File: src/rtl/hps_pkg.sv
// Constants shared by both ends of the parallel host port
// Contract
// - Address strobe falling edge captures select inputs
// - Host asserts address strobe before latest strobe
// - Without address strobe, last active strobe captures
// - Byte identify low first byte, high second
// - Byte order bit decides which half first
// - Select inputs route to pointer, data, control
// - Codes 00 ctrl, 01 inc, 10 ptr, 11 data
// - Chip select low through access, may stay
// - Falling chip select samples if strobe active
// - Float data bus unless outputting read data
// - Two strobes wired, single strobe ties other high
// - Host always drives direction input
// - Data strobes combined by exclusive-NOR
// - Interrupt output follows control register bit
// - Interrupt output high during reset
// - Direction high reads, low writes
// - Ready high when idle, forced high deselected
// - Accesses synchronized to device clock
package hps_pkg;

  // ===========================================================
  // Register select codes
  localparam logic [1:0] SEL_CTRL     = 2'h0;
  localparam logic [1:0] SEL_DATA_INC = 2'h1;
  localparam logic [1:0] SEL_POINTER  = 2'h2;
  localparam logic [1:0] SEL_DATA     = 2'h3;

  // ===========================================================
  // Control register bit positions
  localparam int CTRL_FIRST_HIGH_BIT = 0;
  localparam int CTRL_HOST_IRQ_BIT   = 3;
  localparam int CTRL_DEV_IRQ_BIT    = 1;
  localparam logic [7:0] CTRL_RESET  = 8'h08;

  // ===========================================================
  // Timing counts
  localparam logic [3:0] BUSY_CYCLES = 4'h5;
  localparam logic [3:0] STROBE_HOLD = 4'h3;

endpackage

File: src/rtl/hps_if.sv
// Pin level interface between host and the parallel port
`timescale 1ns/1ps
interface hps_if;
  logic       addr_strobe_n;
  logic       port_select_n;
  logic       data_strobe_a;
  logic       data_strobe_b;
  logic       transfer_direction;
  logic       byte_order_ident;
  logic [1:0] host_reg_select;
  logic [7:0] host_byte_dev;
  logic       host_byte_dev_oe;
  logic [7:0] host_byte_host;
  logic       host_byte_host_oe;
  logic       host_irq_out;
  logic       port_ready_out;

  modport dev (
    input  addr_strobe_n, port_select_n, data_strobe_a, data_strobe_b,
    input  transfer_direction, byte_order_ident, host_reg_select,
    input  host_byte_host,
    output host_byte_dev, host_byte_dev_oe, host_irq_out, port_ready_out
  );
  modport host (
    output addr_strobe_n, port_select_n, data_strobe_a, data_strobe_b,
    output transfer_direction, byte_order_ident, host_reg_select,
    output host_byte_host, host_byte_host_oe,
    input  host_byte_dev, host_irq_out, port_ready_out
  );
endinterface

File: src/rtl/hps_device.sv
// Device end: samples host pins, decodes accesses, drives bus
`timescale 1ns/1ps
module hps_device #(
  parameter int ADDR_W = 11
) (
  input  wire logic              core_clk_i,
  input  wire logic              rst_n_i,
  hps_if.dev                     pins,
  input  wire logic              dev_irq_set_i,
  input  wire logic [15:0]       mem_rdata_i,
  output logic                   mem_we_o,
  output logic                   mem_re_o,
  output logic [ADDR_W-1:0]      mem_addr_o,
  output logic [15:0]            mem_wdata_o,
  output logic                   host_to_dev_irq_o
);

  // ===========================================================
  // Elaboration check
  if (ADDR_W < 1 || ADDR_W > 16) begin : g_bad_addr_w
    $error("ADDR_W out of range");
  end

  // ===========================================================
  // Two-flop synchronisers for all host inputs
  logic [7:0]  s1_reg, s2_reg;
  logic [7:0]  s1_next;
  logic [7:0]  d1_reg, d2_reg;
  always_comb begin
    s1_next = {pins.addr_strobe_n, pins.port_select_n, pins.data_strobe_a,
               pins.data_strobe_b, pins.transfer_direction,
               pins.byte_order_ident, pins.host_reg_select};
  end
  always_ff @(posedge core_clk_i or negedge rst_n_i) begin
    if (!rst_n_i) begin
      s1_reg <= 8'hC0;
      s2_reg <= 8'hC0;
      d1_reg <= 8'h00;
      d2_reg <= 8'h00;
    end else begin
      s1_reg <= s1_next;
      s2_reg <= s1_reg;
      d1_reg <= pins.host_byte_host;
      d2_reg <= d1_reg;
    end
  end

  logic       as_n, cs_n, dsa, dsb, dir, bil;
  logic [1:0] sel;
  assign {as_n, cs_n, dsa, dsb, dir, bil, sel} = s2_reg;

  // Combined access strobe: select low and XNOR of strobes low
  logic strobe_n;
  assign strobe_n = cs_n | ~(dsa ^ dsb);

  // ===========================================================
  // Strobe and address strobe edge tracking
  logic strobe_n_reg, as_n_reg;
  logic act;
  assign act = strobe_n_reg & ~strobe_n;    // access begins
  logic fin;
  assign fin = ~strobe_n_reg & strobe_n;    // access ends

  // Latched control fields
  logic       lat_dir_reg, lat_bil_reg, lat_dir_next, lat_bil_next;
  logic [1:0] lat_sel_reg, lat_sel_next;
  logic       as_lat_reg, as_lat_next;
  always_comb begin
    lat_dir_next = lat_dir_reg;
    lat_bil_next = lat_bil_reg;
    lat_sel_next = lat_sel_reg;
    as_lat_next  = as_lat_reg;
    if (as_n_reg && !as_n) begin
      lat_dir_next = dir;
      lat_bil_next = bil;
      lat_sel_next = sel;
      as_lat_next  = 1'b1;
    end else if (act && !as_lat_reg) begin
      lat_dir_next = dir;
      lat_bil_next = bil;
      lat_sel_next = sel;
    end
    if (fin) begin
      as_lat_next = 1'b0;
    end
  end

  // ===========================================================
  // Port registers and access engine
  logic [7:0]  ctrl_reg, ctrl_next;
  logic [15:0] ptr_reg, ptr_next;
  logic [7:0]  first_reg, first_next;
  logic [15:0] rd_reg, rd_next;
  logic [7:0]  dout_reg, dout_next;
  logic        oe_reg, oe_next;
  logic [3:0]  busy_reg, busy_next;
  logic        we_next, re_next, hirq_next;
  logic        we_reg, re_reg, hirq_reg;
  logic [15:0] wd_reg, wd_next;
  logic [15:0] word;
  logic        fh;
  logic        data_sel;

  // Pointer step, full 16 bits wrap
  function automatic logic [15:0] ptr_step(input logic [15:0] v);
    return v + 16'h0001;
  endfunction

  always_comb begin
    ctrl_next  = ctrl_reg;
    ptr_next   = ptr_reg;
    first_next = first_reg;
    rd_next    = rd_reg;
    dout_next  = dout_reg;
    oe_next    = oe_reg;
    busy_next  = (busy_reg != 4'h0) ? busy_reg - 4'h1 : 4'h0;
    we_next    = 1'b0;
    re_next    = 1'b0;
    hirq_next  = 1'b0;
    wd_next    = wd_reg;
    fh         = ctrl_reg[hps_pkg::CTRL_FIRST_HIGH_BIT];
    data_sel   = lat_sel_next[0];
    word       = 16'h0000;
    if (dev_irq_set_i) begin
      ctrl_next[hps_pkg::CTRL_HOST_IRQ_BIT] = 1'b1;
    end
    if (act) begin
      busy_next = hps_pkg::BUSY_CYCLES;
      if (lat_dir_next) begin
        // Read: pick the byte of the selected word
        case (lat_sel_next)
          hps_pkg::SEL_CTRL:    word = {ctrl_reg, ctrl_reg};
          hps_pkg::SEL_POINTER: word = ptr_reg;
          default:              word = rd_reg;
        endcase
        dout_next = (lat_bil_next ^ fh) ? word[15:8] : word[7:0];
        oe_next   = 1'b1;
      end else if (!lat_bil_next) begin
        first_next = d2_reg;
      end else begin
        word = fh ? {first_reg, d2_reg} : {d2_reg, first_reg};
        case (lat_sel_next)
          hps_pkg::SEL_CTRL: begin
            // Host writes 1 to clear host irq, sets device irq
            if (word[hps_pkg::CTRL_HOST_IRQ_BIT]) begin
              ctrl_next[hps_pkg::CTRL_HOST_IRQ_BIT] = dev_irq_set_i;
            end
            ctrl_next[hps_pkg::CTRL_FIRST_HIGH_BIT] =
              word[hps_pkg::CTRL_FIRST_HIGH_BIT];
            hirq_next = word[hps_pkg::CTRL_DEV_IRQ_BIT];
          end
          hps_pkg::SEL_POINTER: begin
            ptr_next = word;
            re_next  = 1'b1;
          end
          hps_pkg::SEL_DATA_INC: begin
            ptr_next = ptr_step(ptr_reg);   // Preincrement on write
            we_next  = 1'b1;
            wd_next  = word;
          end
          default: begin
            we_next = 1'b1;
            wd_next = word;
          end
        endcase
      end
      if (lat_dir_next && lat_bil_next && data_sel) begin
        re_next = 1'b1;
        if (lat_sel_next == hps_pkg::SEL_DATA_INC) begin
          ptr_next = ptr_step(ptr_reg);     // Postincrement on read
        end
      end
    end
    if (re_reg) begin
      rd_next = mem_rdata_i;
    end
    if (strobe_n) begin
      oe_next = 1'b0;
    end
  end

  always_ff @(posedge core_clk_i or negedge rst_n_i) begin
    if (!rst_n_i) begin
      strobe_n_reg <= 1'b1;
      as_n_reg     <= 1'b1;
      lat_dir_reg  <= 1'b1;
      lat_bil_reg  <= 1'b0;
      lat_sel_reg  <= 2'h0;
      as_lat_reg   <= 1'b0;
      ctrl_reg     <= hps_pkg::CTRL_RESET;
      ptr_reg      <= 16'h0000;
      first_reg    <= 8'h00;
      rd_reg       <= 16'h0000;
      dout_reg     <= 8'h00;
      oe_reg       <= 1'b0;
      busy_reg     <= 4'h0;
      we_reg       <= 1'b0;
      re_reg       <= 1'b0;
      hirq_reg     <= 1'b0;
      wd_reg       <= 16'h0000;
    end else begin
      strobe_n_reg <= strobe_n;
      as_n_reg     <= as_n;
      lat_dir_reg  <= lat_dir_next;
      lat_bil_reg  <= lat_bil_next;
      lat_sel_reg  <= lat_sel_next;
      as_lat_reg   <= as_lat_next;
      ctrl_reg     <= ctrl_next;
      ptr_reg      <= ptr_next;
      first_reg    <= first_next;
      rd_reg       <= rd_next;
      dout_reg     <= dout_next;
      oe_reg       <= oe_next;
      busy_reg     <= busy_next;
      we_reg       <= we_next;
      re_reg       <= re_next;
      hirq_reg     <= hirq_next;
      wd_reg       <= wd_next;
    end
  end

  // Ready: deselected forces high, busy drops it
  logic rdy_reg, rdy_next;
  always_comb begin
    rdy_next = cs_n | (busy_next == 4'h0);
  end
  always_ff @(posedge core_clk_i or negedge rst_n_i) begin
    if (!rst_n_i) begin
      rdy_reg <= 1'b1;
    end else begin
      rdy_reg <= rdy_next;
    end
  end

  // ===========================================================
  // Outputs
  assign pins.host_byte_dev    = dout_reg;
  assign pins.host_byte_dev_oe = oe_reg;
  assign pins.host_irq_out     = ctrl_reg[hps_pkg::CTRL_HOST_IRQ_BIT];
  assign pins.port_ready_out   = rdy_reg;
  assign mem_we_o              = we_reg;
  assign mem_re_o              = re_reg;
  assign mem_addr_o            = ptr_reg[ADDR_W-1:0];
  assign mem_wdata_o           = wd_reg;
  assign host_to_dev_irq_o     = hirq_reg;

endmodule

File: src/flat_wrapper.sv
// flat-port wrapper written by rule: the top's interface ports become plain ports
module hps_device_flat 
#(
  parameter int ADDR_W = 11
)
  (core_clk_i, rst_n_i, dev_irq_set_i, mem_rdata_i, mem_we_o, mem_re_o, mem_addr_o, mem_wdata_o, host_to_dev_irq_o, pins_addr_strobe_n, pins_port_select_n, pins_data_strobe_a, pins_data_strobe_b, pins_transfer_direction, pins_byte_order_ident, pins_host_reg_select, pins_host_byte_host, pins_host_byte_dev, pins_host_byte_dev_oe, pins_host_irq_out, pins_port_ready_out);
  hps_if pins_i ();
  input  wire logic core_clk_i;
  input  wire logic rst_n_i;
  input  wire logic dev_irq_set_i;
  input  wire logic [15:0] mem_rdata_i;
  output logic mem_we_o;
  output logic mem_re_o;
  output logic [ADDR_W-1:0] mem_addr_o;
  output logic [15:0] mem_wdata_o;
  output logic host_to_dev_irq_o;
  input wire logic [$bits(pins_i.addr_strobe_n)-1:0] pins_addr_strobe_n;
  input wire logic [$bits(pins_i.port_select_n)-1:0] pins_port_select_n;
  input wire logic [$bits(pins_i.data_strobe_a)-1:0] pins_data_strobe_a;
  input wire logic [$bits(pins_i.data_strobe_b)-1:0] pins_data_strobe_b;
  input wire logic [$bits(pins_i.transfer_direction)-1:0] pins_transfer_direction;
  input wire logic [$bits(pins_i.byte_order_ident)-1:0] pins_byte_order_ident;
  input wire logic [$bits(pins_i.host_reg_select)-1:0] pins_host_reg_select;
  input wire logic [$bits(pins_i.host_byte_host)-1:0] pins_host_byte_host;
  output wire logic [$bits(pins_i.host_byte_dev)-1:0] pins_host_byte_dev;
  output wire logic [$bits(pins_i.host_byte_dev_oe)-1:0] pins_host_byte_dev_oe;
  output wire logic [$bits(pins_i.host_irq_out)-1:0] pins_host_irq_out;
  output wire logic [$bits(pins_i.port_ready_out)-1:0] pins_port_ready_out;
  assign pins_i.addr_strobe_n = pins_addr_strobe_n;
  assign pins_i.port_select_n = pins_port_select_n;
  assign pins_i.data_strobe_a = pins_data_strobe_a;
  assign pins_i.data_strobe_b = pins_data_strobe_b;
  assign pins_i.transfer_direction = pins_transfer_direction;
  assign pins_i.byte_order_ident = pins_byte_order_ident;
  assign pins_i.host_reg_select = pins_host_reg_select;
  assign pins_i.host_byte_host = pins_host_byte_host;
  assign pins_host_byte_dev = pins_i.host_byte_dev;
  assign pins_host_byte_dev_oe = pins_i.host_byte_dev_oe;
  assign pins_host_irq_out = pins_i.host_irq_out;
  assign pins_port_ready_out = pins_i.port_ready_out;
  hps_device #(.ADDR_W(ADDR_W)) u_core (.core_clk_i(core_clk_i), .rst_n_i(rst_n_i), .pins(pins_i), .dev_irq_set_i(dev_irq_set_i), .mem_rdata_i(mem_rdata_i), .mem_we_o(mem_we_o), .mem_re_o(mem_re_o), .mem_addr_o(mem_addr_o), .mem_wdata_o(mem_wdata_o), .host_to_dev_irq_o(host_to_dev_irq_o));
endmodule
File: config.mk
export PLATFORM = sky130hd
export DESIGN_NAME = hps_device_flat
export DESIGN_NICKNAME = d
export VERILOG_FILES = /design/src/rtl/hps_pkg.sv /design/src/rtl/hps_if.sv /design/src/rtl/hps_device.sv /design/src/flat_wrapper.sv
export SDC_FILE = /design/constraint.sdc
export NUM_CORES = 1
export LEC_CHECK = 0
export BUFFER_PORTS_ARGS = -buffer_cell sky130_fd_sc_hd__buf_2
export CAP_MARGIN = 20
export CORE_MARGIN = 4
export CORE_UTILIZATION = 41
export CTS_CLUSTER_DIAMETER = 100
export DETAILED_ROUTE_END_ITERATION = 7
export SYNTH_ARGS = -nofsm -noshare
export SYNTH_HDL_FRONTEND = slang
export SYNTH_SLANG_ARGS = --single-unit
File: constraint.sdc
create_clock -name core_clk_i -period 10.9 [get_ports core_clk_i]
set_input_delay 1.635 -clock core_clk_i [delete_from_list [all_inputs] [get_ports core_clk_i]]
set_output_delay 1.635 -clock core_clk_i [all_outputs]
set_load 0.005 [all_outputs]
==> results of run 1 <==
-- area by class of cell --
cell class	instances	area (sq um)
fillers	1176	6297
clock inverters	11	113.9
inverters	31	116.4
multi-input cells	296	2253
clock buffers	20	446.7
flip-flops and latches	114	2864
well taps	172	215.2
repair buffers	80	415.4
-- cells in the mapped netlist, drive strengths merged (2+ instances only) --
cell	n
dfrtp	105
mux2	57
nand2	54
inv	31
a21oi	21
nand3	20
clkbuf	17
o21ai	17
buf	13
nor2	13
dfstp	9
mux4	8
mux2i	7
nand4	7
nor3	7
a21o	6
a22o	6
nor2b	6
xnor2	6
a22oi	5
and2	5
ha	5
nand2b	5
a211oi	3
a221oi	2
a2bb2oi	2
a31oi	2
o211a	2
o22ai	2
o31ai	2
or2	2
or3	2
xor2	2
-- layer usage --
layer	vias to the layer above	wire length [microns]	global-route usage
met4	0	189	0.07138
met5	-	0	0
met3	19	996	0.06129
li1	1806	-	-
met2	161	5824	0.2783
met1	1985	5741	0.2451
-- metrics by stage --
stage	hold slack, ps	instance area [sq um]
3_3_place_gp	332.7	5864
5_1_grt	350.4	6425
6_report	344.7	6425
3_5_place_dp	334.7	5864
2_1_floorplan	331.2	5385
4_1_cts	346.1	6425
-- placed cells by master, fill, tap and decap left out, types with 7 or more instances in the layout --
cell type / Yosys / routed
mux2_2: 57 / 57
nand3_1: 20 / 20
clkbuf_16: 0 / 17
inv_1: 29 / 29
dfstp_2: 9 / 9
o21ai_0: 10 / 10
nor2_1: 13 / 13
buf_2: 2 / 74
o21ai_1: 7 / 7
nand4_1: 7 / 7
dfrtp_1: 105 / 105
a21oi_1: 21 / 21
nand2_1: 54 / 54
-- cell families (layout without fill, tap and decap cells) --
kind of cell / count (synthesis) / in the layout / share of synthesized area
compound gates: 83 / 83 / 0.1076
xor+xnor: 8 / 8 / 0.01441
fa+ha+maj: 5 / 5 / 0.01162
buf+inv: 61 / 142 / 0.05065
flops: 114 / 114 / 0.5318
mux: 72 / 72 / 0.1705
simple gates: 128 / 128 / 0.1134
-- power by group through the flow --
stage               registers [W]  logic (W)  clock network, W
floorplan                0.000639   0.000334                 0
global placement         0.000678   0.000440                 0
detailed placement       0.000686   0.000451                 0
CTS                      0.000680   0.000456          0.000539
global route             0.000702   0.000498          0.000560
finish                   0.000681   0.000450          0.000526
-- critical path: stages (launching register included) --
cell and delay (ps):
dfstp_2 530, inv_2 60, o41ai_4 710, mux2i_2 780, inv_1 140, ha_1 550, nand4_1 240, mux2i_1 90
buf_4 230, o21ai_1 490, a221oi_1 180
-- final timing paths --
| kind | to | slack [ps] | depth (start not counted) |
|---|---|---|---|
| worst max-delay path | u_core.ptr_reg[7] | 6740 | 10 |
| min in group asynchronous | u_core.pins.host_byte_dev_oe | 1240 | 1 |
| max in group asynchronous | u_core.host_to_dev_irq_o | 8430 | 2 |
| worst min-delay path | u_core.d2_reg[4] | 340 | 0 |
| worst min register to register | u_core.d2_reg[4] | 340 | 0 |
| worst max register to register | u_core.ptr_reg[7] | 6740 | 10 |
==> results_dict.tcl, run 1 <==
set metrics [dict create \
    drt-total-wl_microns 12750 \
    crit_start "u_core.strobe_n_reg" \
    antenna_found_initial 0 \
    hold_class "reg -> reg" \
    n_antenna_cell 0 \
    vias_per_cell 5.485 \
    pwr-share-comb 0.272 \
    period_needed_ps 4160 \
    dr.pass1.iters 5 \
    crit_arrival_ps 4430 \
    start_kind "flop" \
    syn_area_sq_um 5385 \
    yosysSeqAreaShare 0.5318 \
    gr-total-overflow 0 \
    skew_ps 11.05 \
    sequentialPowerShare 0.411 \
    p_leak_nw 2.956 \
    die_x_microns 122.6 \
    portBuffers 75 \
    cap_violations 0 \
    layout-drive-gt1-share 0.3388 \
    gp_congestion 0.8897 \
    syn_nets 511 \
    power.switching_w 0.0005276 \
    required_ps 11170 \
    synthArstFlopShare 1.000 \
    reg2reg_from "u_core.strobe_n_reg" \
    layout_setup_ws_ps 6740 \
    clock-sinks 114 \
    core_area_sq_um 12720 \
    cts.path.max_buffers 2 \
    timing.setup.tns_ps 0 \
    hpwl_microns 8915 \
    post_cts_resized 0 \
    die_area_sq_um 15030 \
    post_cts_buffers 0 \
    finalPower_w 0.001656 \
    yosys.area.top_type "dfrtp_1" \
    rsz0062_at_grt "no" \
    max_freq_mhz 240.4 \
    syn_area_per_cell_sq_um 11.43 \
    cts_tree "yes" \
    p_sw_frac 0.3186 \
    hold_buffers 0 \
    areaGrowthSynthToFinish_pct 19.31 \
    initial_core_util 0.4233 \
    dp_slack_ps 6663 \
    fin_util 0.5050 \
    grt_start_max_net_pins 64 \
    synth_top_area_share 0.4879 \
    io_pins 76 \
    critPathCaptureType "flop" \
    drt_iter0_drc 254 \
    crit_fanout 27 \
    drtAntennaViolNets 0 \
    synth-main-ff-cell "dfrtp_1" \
    htreeDepth 4 \
    clkSlewWorstSetupHoldPaths_ps 50 \
    p_int_w 0.001129 \
    grtUsageTotal 0.1838 \
    worstHoldStart "u_core.d1_reg[4]" \
    critical_path_class "reg -> reg" \
    synthTopCellsByArea "dfrtp_1 (49%), mux2_2 (12%), dfstp_2 (4.4%), nand2_1 (3.8%), mux4_1 (2.9%)" \
    slew_viol_final 0 \
    dp_cells 693 \
    grt_pass1_vias 3931 \
    yosysUniqueCellTypes 59 \
    status "finished clean" \
    vdd_drop_max_uv 120.1 \
    ys_warn_count 0 \
    grt_pass1_wl_microns 20780 \
    slew_headroom 0.3731 \
    via_count 3971 \
    drc_errors 0 \
    synthCells 471 \
    worst_pin_slew_ps 937.7 \
    die_h_microns 122.6 \
    cts-root-buf "clkbuf_16" \
    synth_edf_count 0 \
    power_density_nw_per_um2 257.8 \
    final_cells 724 \
    nets 580 \
    synth_seq_cells 114 \
    cts_buffers 17 \
    num_rows 41 \
    hold_violations 0 \
    avgRoutedWirePerCell_microns 17.61 \
    finalSetupViolations 0 \
    finalCritPeriodShare 0.3816 \
    clock_latency_ps 420 \
    pwr-share-clk 0.317 \
]
Power figures use the tool's default switching activity.
==> run 2: changes to the inputs <==
--- a/config.mk
+++ b/config.mk
@@ -5,6 +5,7 @@
 export SDC_FILE = /design/constraint.sdc
 export NUM_CORES = 1
 export LEC_CHECK = 0
+export ABC_AREA = 1
 export BUFFER_PORTS_ARGS = -buffer_cell sky130_fd_sc_hd__buf_2
 export CAP_MARGIN = 20
 export CORE_MARGIN = 4
==> constraint.sdc (replaced) <==
create_clock -name core_clk_i -period 3.4 [get_ports core_clk_i]
set_input_delay 0.51 -clock core_clk_i [delete_from_list [all_inputs] [get_ports core_clk_i]]
set_output_delay 0.51 -clock core_clk_i [all_outputs]
set_load 0.005 [all_outputs]
==> run 2 against run 1 <==
Compared with the run above: sequential power grew to 3.1 times the previous value; maximum frequency is 47% higher; flip-flop and latch count is the same; critical path type unchanged.
==> results_dict.tcl, run 2 <==
set metrics [dict create \
    clkSlewWorstSetupHoldPaths_ps 50 \
    cp_slowest_cell "o21ai_0" \
    areaGrowthSynthToFinish_pct 18.57 \
    hold_class "in -> async" \
    path_cells "nand2_1 > nand2_1 > nor2_4 > nand3_4 > nand2_4 > nand2_2 > nand2_4 > ha_1 > inv_1 > o21ai_0 > o21ai_0 > nand2_1 > nand3_1 > nand2_1" \
    fin_util 0.5030 \
    yosys.area.top_type "dfrtp_1" \
    r2r_end "u_core.pins.host_byte_dev[4]" \
    cts_tree "yes" \
    syn_nets 737 \
    clock_latency_ps 410 \
    syn_area_sq_um 5707 \
    reg2reg_depth 14 \
    critical_path_class "reg -> reg" \
    synthTopCellsByCount "nand2_1 (204), dfrtp_1 (105), inv_1 (76), o21ai_0 (58), nor2_1 (54)" \
    slew_viol_final 0 \
    cts-root-buf "clkbuf_16" \
    drt-total-wl_microns 14510 \
    drc_errors 0 \
    rsz0062_at_grt "no" \
    slowest_delay_ps 410 \
    path_buf_inv 1 \
    critPathCaptureType "flop" \
    drt_iter0_drc 442 \
    final_cells 950 \
    grtUsageTotal 0.1896 \
    required_ps 3740 \
    grt_start_max_net_pins 60 \
    clock-sinks 114 \
    finalCritPeriodShare 0.8336 \
    hpwl_microns 10460 \
    cpMostUsedCell "nand2_1" \
    status "finished clean" \
    period_needed_ps 2834 \
    post_cts_buffers 0 \
    yosysUniqueCellTypes 38 \
    initial_core_util 0.4242 \
    p_leak_nw 3.483 \
    critical_path.top_delay_family "simple AND/OR/NAND/NOR gates" \
    drtAntennaViolNets 0 \
    n_antenna_cell 0 \
    cap_violations 0 \
    ys_warn_count 0 \
    reg2reg_from "u_core.s2_reg[5]" \
    gr-total-overflow 0 \
    synth_top_area_share 0.4604 \
    vias_per_cell 5.042 \
    layout_commonest_cell "nand2_1" \
    die_h_microns 126.0 \
    hold_buffers 0 \
    skew_ps 7.919 \
    synthCells 697 \
    vdd_drop_max_uv 407.2 \
    hold_violations 0 \
    avgRoutedWirePerCell_microns 15.27 \
    dr.pass1.iters 4 \
    finalSetupViolations 0 \
    synth.most_common_cell "nand2_1" \
    grt_pass1_wl_microns 23880 \
    num_rows 42 \
    gp_congestion 0.8993 \
    layout-drive-gt1-share 0.1964 \
    dp_cells 918 \
    slew_headroom 0.5006 \
    synth_seq_cells 114 \
    power_density_nw_per_um2 858.6 \
    die_area_sq_um 15870 \
    antenna_found_initial 0 \
    layout_common_cells "nand2_1 (204), dfrtp_1 (105), inv_1 (76)" \
    portBuffers 75 \
    htreeDepth 4 \
    timing.setup.tns_ps 0 \
    start_kind "flop" \
    worst_pin_slew_ps 749.1 \
    cts_buffers 17 \
    io_pins 76 \
    max_freq_mhz 352.8 \
    synthTopCellsByArea "dfrtp_1 (46%), nand2_1 (13%), o21ai_0 (5.1%), inv_1 (5.0%), dfstp_2 (4.1%)" \
    die_x_microns 126.0 \
    synthArstFlopShare 1.000 \
    crit_fanout 35 \
    nets 801 \
    syn_area_per_cell_sq_um 8.188 \
    synth_edf_count 0 \
    yosysSeqAreaShare 0.5019 \
    cts.path.max_buffers 2 \
    r2r_setup_slack_ps 570 \
    crit_arrival_ps 3180 \
    post_cts_resized 0 \
    grt_pass1_vias 4511 \
    via_count 4790 \
    synth-main-ff-cell "dfrtp_1" \
    core_area_sq_um 13450 \
]
## run 2: cell count changes after synthesis, sizes merged, moves of 9 or more
cell	delta
buf	+9
inv	+45
mux2	-45
nand2	+159
nand3	+27
nor2	+47
o21ai	+57
## run 2: cell families after synthesis
group | synth area share
AOI/OAI and AO/OA | 0.1039
xor gates and xnor gates | 0.007235
adders and majority gates | 0.01096
buffers and inverters | 0.08704
DFF | 0.5019
muxes | 0.02368
and+or+nand+nor | 0.2653
## run 2: layer usage
layer | track usage | part of all wire
met4 | 0.04038 | 0.0088
met2 | 0.2861 | 0.46
met3 | 0.05080 | 0.056
met1 | 0.2764 | 0.48
met5 | 0 | 0
## run 2: power by group
part / total, W / leakage, nW / internal [W] / switching (W)
Combinational: 0.00187 / 1.83 / 0.000696 / 0.00118
Clock: 0.00184 / 0.295 / 0.00123 / 0.000614
Sequential: 0.00210 / 1.36 / 0.00178 / 0.000315
## run 2: how the worst max path moves through the flow
stage / endpoint / depth (start not counted) / from
finish: u_core.pins.host_byte_dev[4] / 14 / u_core.s2_reg[5]
global route: u_core.ptr_reg[9] / 15 / u_core.s2_reg[6]
CTS: u_core.pins.host_byte_dev[7] / 15 / u_core.s2_reg[5]
detailed placement: u_core.ptr_reg[10] / 11 / u_core.s2_reg[7]
global placement: u_core.ptr_reg[5] / 13 / u_core.s2_reg[6]
floorplan: u_core.pins.host_byte_dev[0] / 18 / u_core.s2_reg[6]
## run 2: per-stage QoR
stage	power, W	cell area, sq um	hold slack [ps]	setup WS (ps)
after floorplan	0.003355	5707	214.4	908.0
after global placement	0.003941	6151	331.6	695.0
after detailed placement	0.003981	6151	336.3	632.6
after CTS	0.005842	6766	184.0	593.4
after global routing	0.006235	6766	183.2	269.7
final	0.005810	6766	175.2	565.8
## run 2: final cells by class
type	count	area, sq um
multi-input combinational	470	2346
inverter	78	292.8
fill	1325	6686
tap	176	220.2
clock buffer	23	488.0
timing repair buffer	80	427.9
clock inverter	9	127.6
sequential	114	2864
==> run 3: changes to the inputs <==
==> constraint.sdc (replaced) <==
create_clock -name core_clk_i -period 2.5 [get_ports core_clk_i]
set_input_delay 0.375 -clock core_clk_i [delete_from_list [all_inputs] [get_ports core_clk_i]]
set_output_delay 0.375 -clock core_clk_i [all_outputs]
set_load 0.005 [all_outputs]
==> run 3 against run 2 <==
Compared with the run above: non-clock buffer count is 11 higher; setup slack worse by 340 ps; maximum frequency is 25% higher; routed wire length is 2.9% higher; utilization is 0.95 points higher; register-to-register slack worse by 340 ps; clock skew is 5.7 ps higher; critical endpoint is now u_core.ptr_reg[5].
==> results_dict.tcl, run 3 (synthesis results as in run 2) <==
set metrics [dict create \
    cts-root-buf "clkbuf_16" \
    layout_setup_ws_ps 226.2 \
    grtUsageTotal 0.1957 \
    skew_ps 13.66 \
    avgRoutedWirePerCell_microns 15.55 \
    crit_fanout 16 \
    max_freq_mhz 439.8 \
    finalSetupViolations 0 \
    clkSlewWorstSetupHoldPaths_ps 60 \
    fin_util 0.5125 \
    htreeDepth 4 \
    layout-drive-gt1-share 0.2102 \
    timing.setup.tns_ps 0 \
    vias_per_cell 5.123 \
    post_cts_buffers 0 \
    r2r_end "u_core.ptr_reg[5]" \
    rsz0062_at_grt "no" \
    areaGrowthSynthToFinish_pct 20.81 \
    gp_congestion 0.8797 \
    hold_class "in -> reg" \
    worst_pin_slew_ps 634.1 \
    nets 812 \
    layout_commonest_cell "nand2_1" \
    die_h_microns 126.0 \
    core_area_sq_um 13450 \
    drt-total-wl_microns 14940 \
    hold_depth 1 \
    vdd_drop_max_uv 632.6 \
    worstHoldStart "pins_addr_strobe_n" \
    period_needed_ps 2274 \
    power_density_nw_per_um2 1168 \
    die_area_sq_um 15870 \
    drt_iter0_drc 422 \
    reg2reg_from "u_core.s2_reg[6]" \
    die_x_microns 126.0 \
    gr-total-overflow 0 \
    cap_violations 0 \
    dp_slack_ps 126.5 \
    whs_endpoint "u_core.s1_reg[7]" \
    critPathCaptureType "flop" \
    slew_headroom 0.5728 \
    finalCritPeriodShare 0.9095 \
    n_antenna_cell 0 \
    r2r_setup_slack_ps 230 \
    grt_start_max_net_pins 52 \
    cts_tree "yes" \
    cts_buffers 17 \
    start_kind "flop" \
    antenna_found_initial 0 \
    portBuffers 75 \
    dr.pass1.iters 5 \
    clock_latency_ps 420 \
    critical_path_class "reg -> reg" \
    status "finished clean" \
    crit_arrival_ps 2610 \
    hpwl_microns 10780 \
    num_rows 42 \
    drc_errors 0 \
    cts.path.max_buffers 2 \
    slew_viol_final 0 \
    holdWs_ps 56.30 \
    fillers 1311 \
    grt_pass1_vias 4766 \
    io_pins 76 \
    clock-sinks 114 \
    p_leak_nw 3.545 \
    required_ps 2840 \
    drtAntennaViolNets 0 \
    grt_pass1_wl_microns 24640 \
    reg2reg_depth 15 \
    hold_violations 0 \
    layout_common_cells "nand2_1 (204), dfrtp_1 (105), inv_1 (75)" \
    via_count 4923 \
    initial_core_util 0.4242 \
]
-- run 3: routing by layer --
layer	routed length (microns)	GRT usage	part of all wire
met1	6895	0.2760	0.46
met2	6754	0.2930	0.45
met3	1036	0.05504	0.069
met4	252	0.06309	0.017
met5	0	0	0
-- run 3: worst max path at each step --
stage                     depth (start not counted)              from  slack, ps                            to
final                                            15  u_core.s2_reg[6]        230             u_core.ptr_reg[5]
after global routing                             14  u_core.s2_reg[4]          8             u_core.ptr_reg[5]
after CTS                                        15  u_core.s2_reg[6]        120             u_core.ptr_reg[5]
after detailed placement                         15  u_core.s2_reg[6]        130             u_core.ptr_reg[5]
after global placement                           15  u_core.s2_reg[6]        210             u_core.ptr_reg[5]
after floorplan                                  18  u_core.s2_reg[6]          8  u_core.pins.host_byte_dev[0]
-- run 3: layout make-up --
type                       count  area (sq um)  area share
inverter                      78         292.8     0.04247
clock buffer                  17         425.4     0.06171
clock inverter                15         207.7     0.03013
multi-input combinational    470          2346      0.3403
timing repair buffer          91         538.0     0.07804
tap                          176         220.2     0.03194
sequential                   114          2864      0.4154
-- run 3: timing repair --
item / 4_1_cts / 5_1_grt
hold endpoints to repair: 35 / 0
hold buffers: 1 / 0
gates resized for setup: 0 / 2
endpoints found under the setup margin: 0 / 8
-- run 3: stage by stage --
step | power (W) | instance area, sq um | cells
2_1_floorplan | 0.004563 | 5707 | 697
6_report | 0.008055 | 6894 | 961
4_1_cts | 0.008101 | 6894 | 961
3_3_place_gp | 0.005407 | 6251 | 928
5_1_grt | 0.008623 | 6894 | 961
3_5_place_dp | 0.005466 | 6251 | 928
-- run 3: critical path: stages, from the launching register on --
cell and delay [ps]:
dfstp_2 510, inv_1 40, nand2_1 100, nor2_4 50, nand3_4 100, nand2_4 100, o21ai_1 180, buf_4 150
ha_1 180, buf_12 160, nand2_1 60, nor2_1 150, nor2_1 60, nand4_1 80, nand3_1 80, a21oi_1 180
-- run 3: where the power goes --
part,leakage [nW],internal [W],switching [W]
Combinational,1.89,0.000983,0.00159
Clock,0.296,0.00168,0.000909
Sequential,1.36,0.00242,0.000471
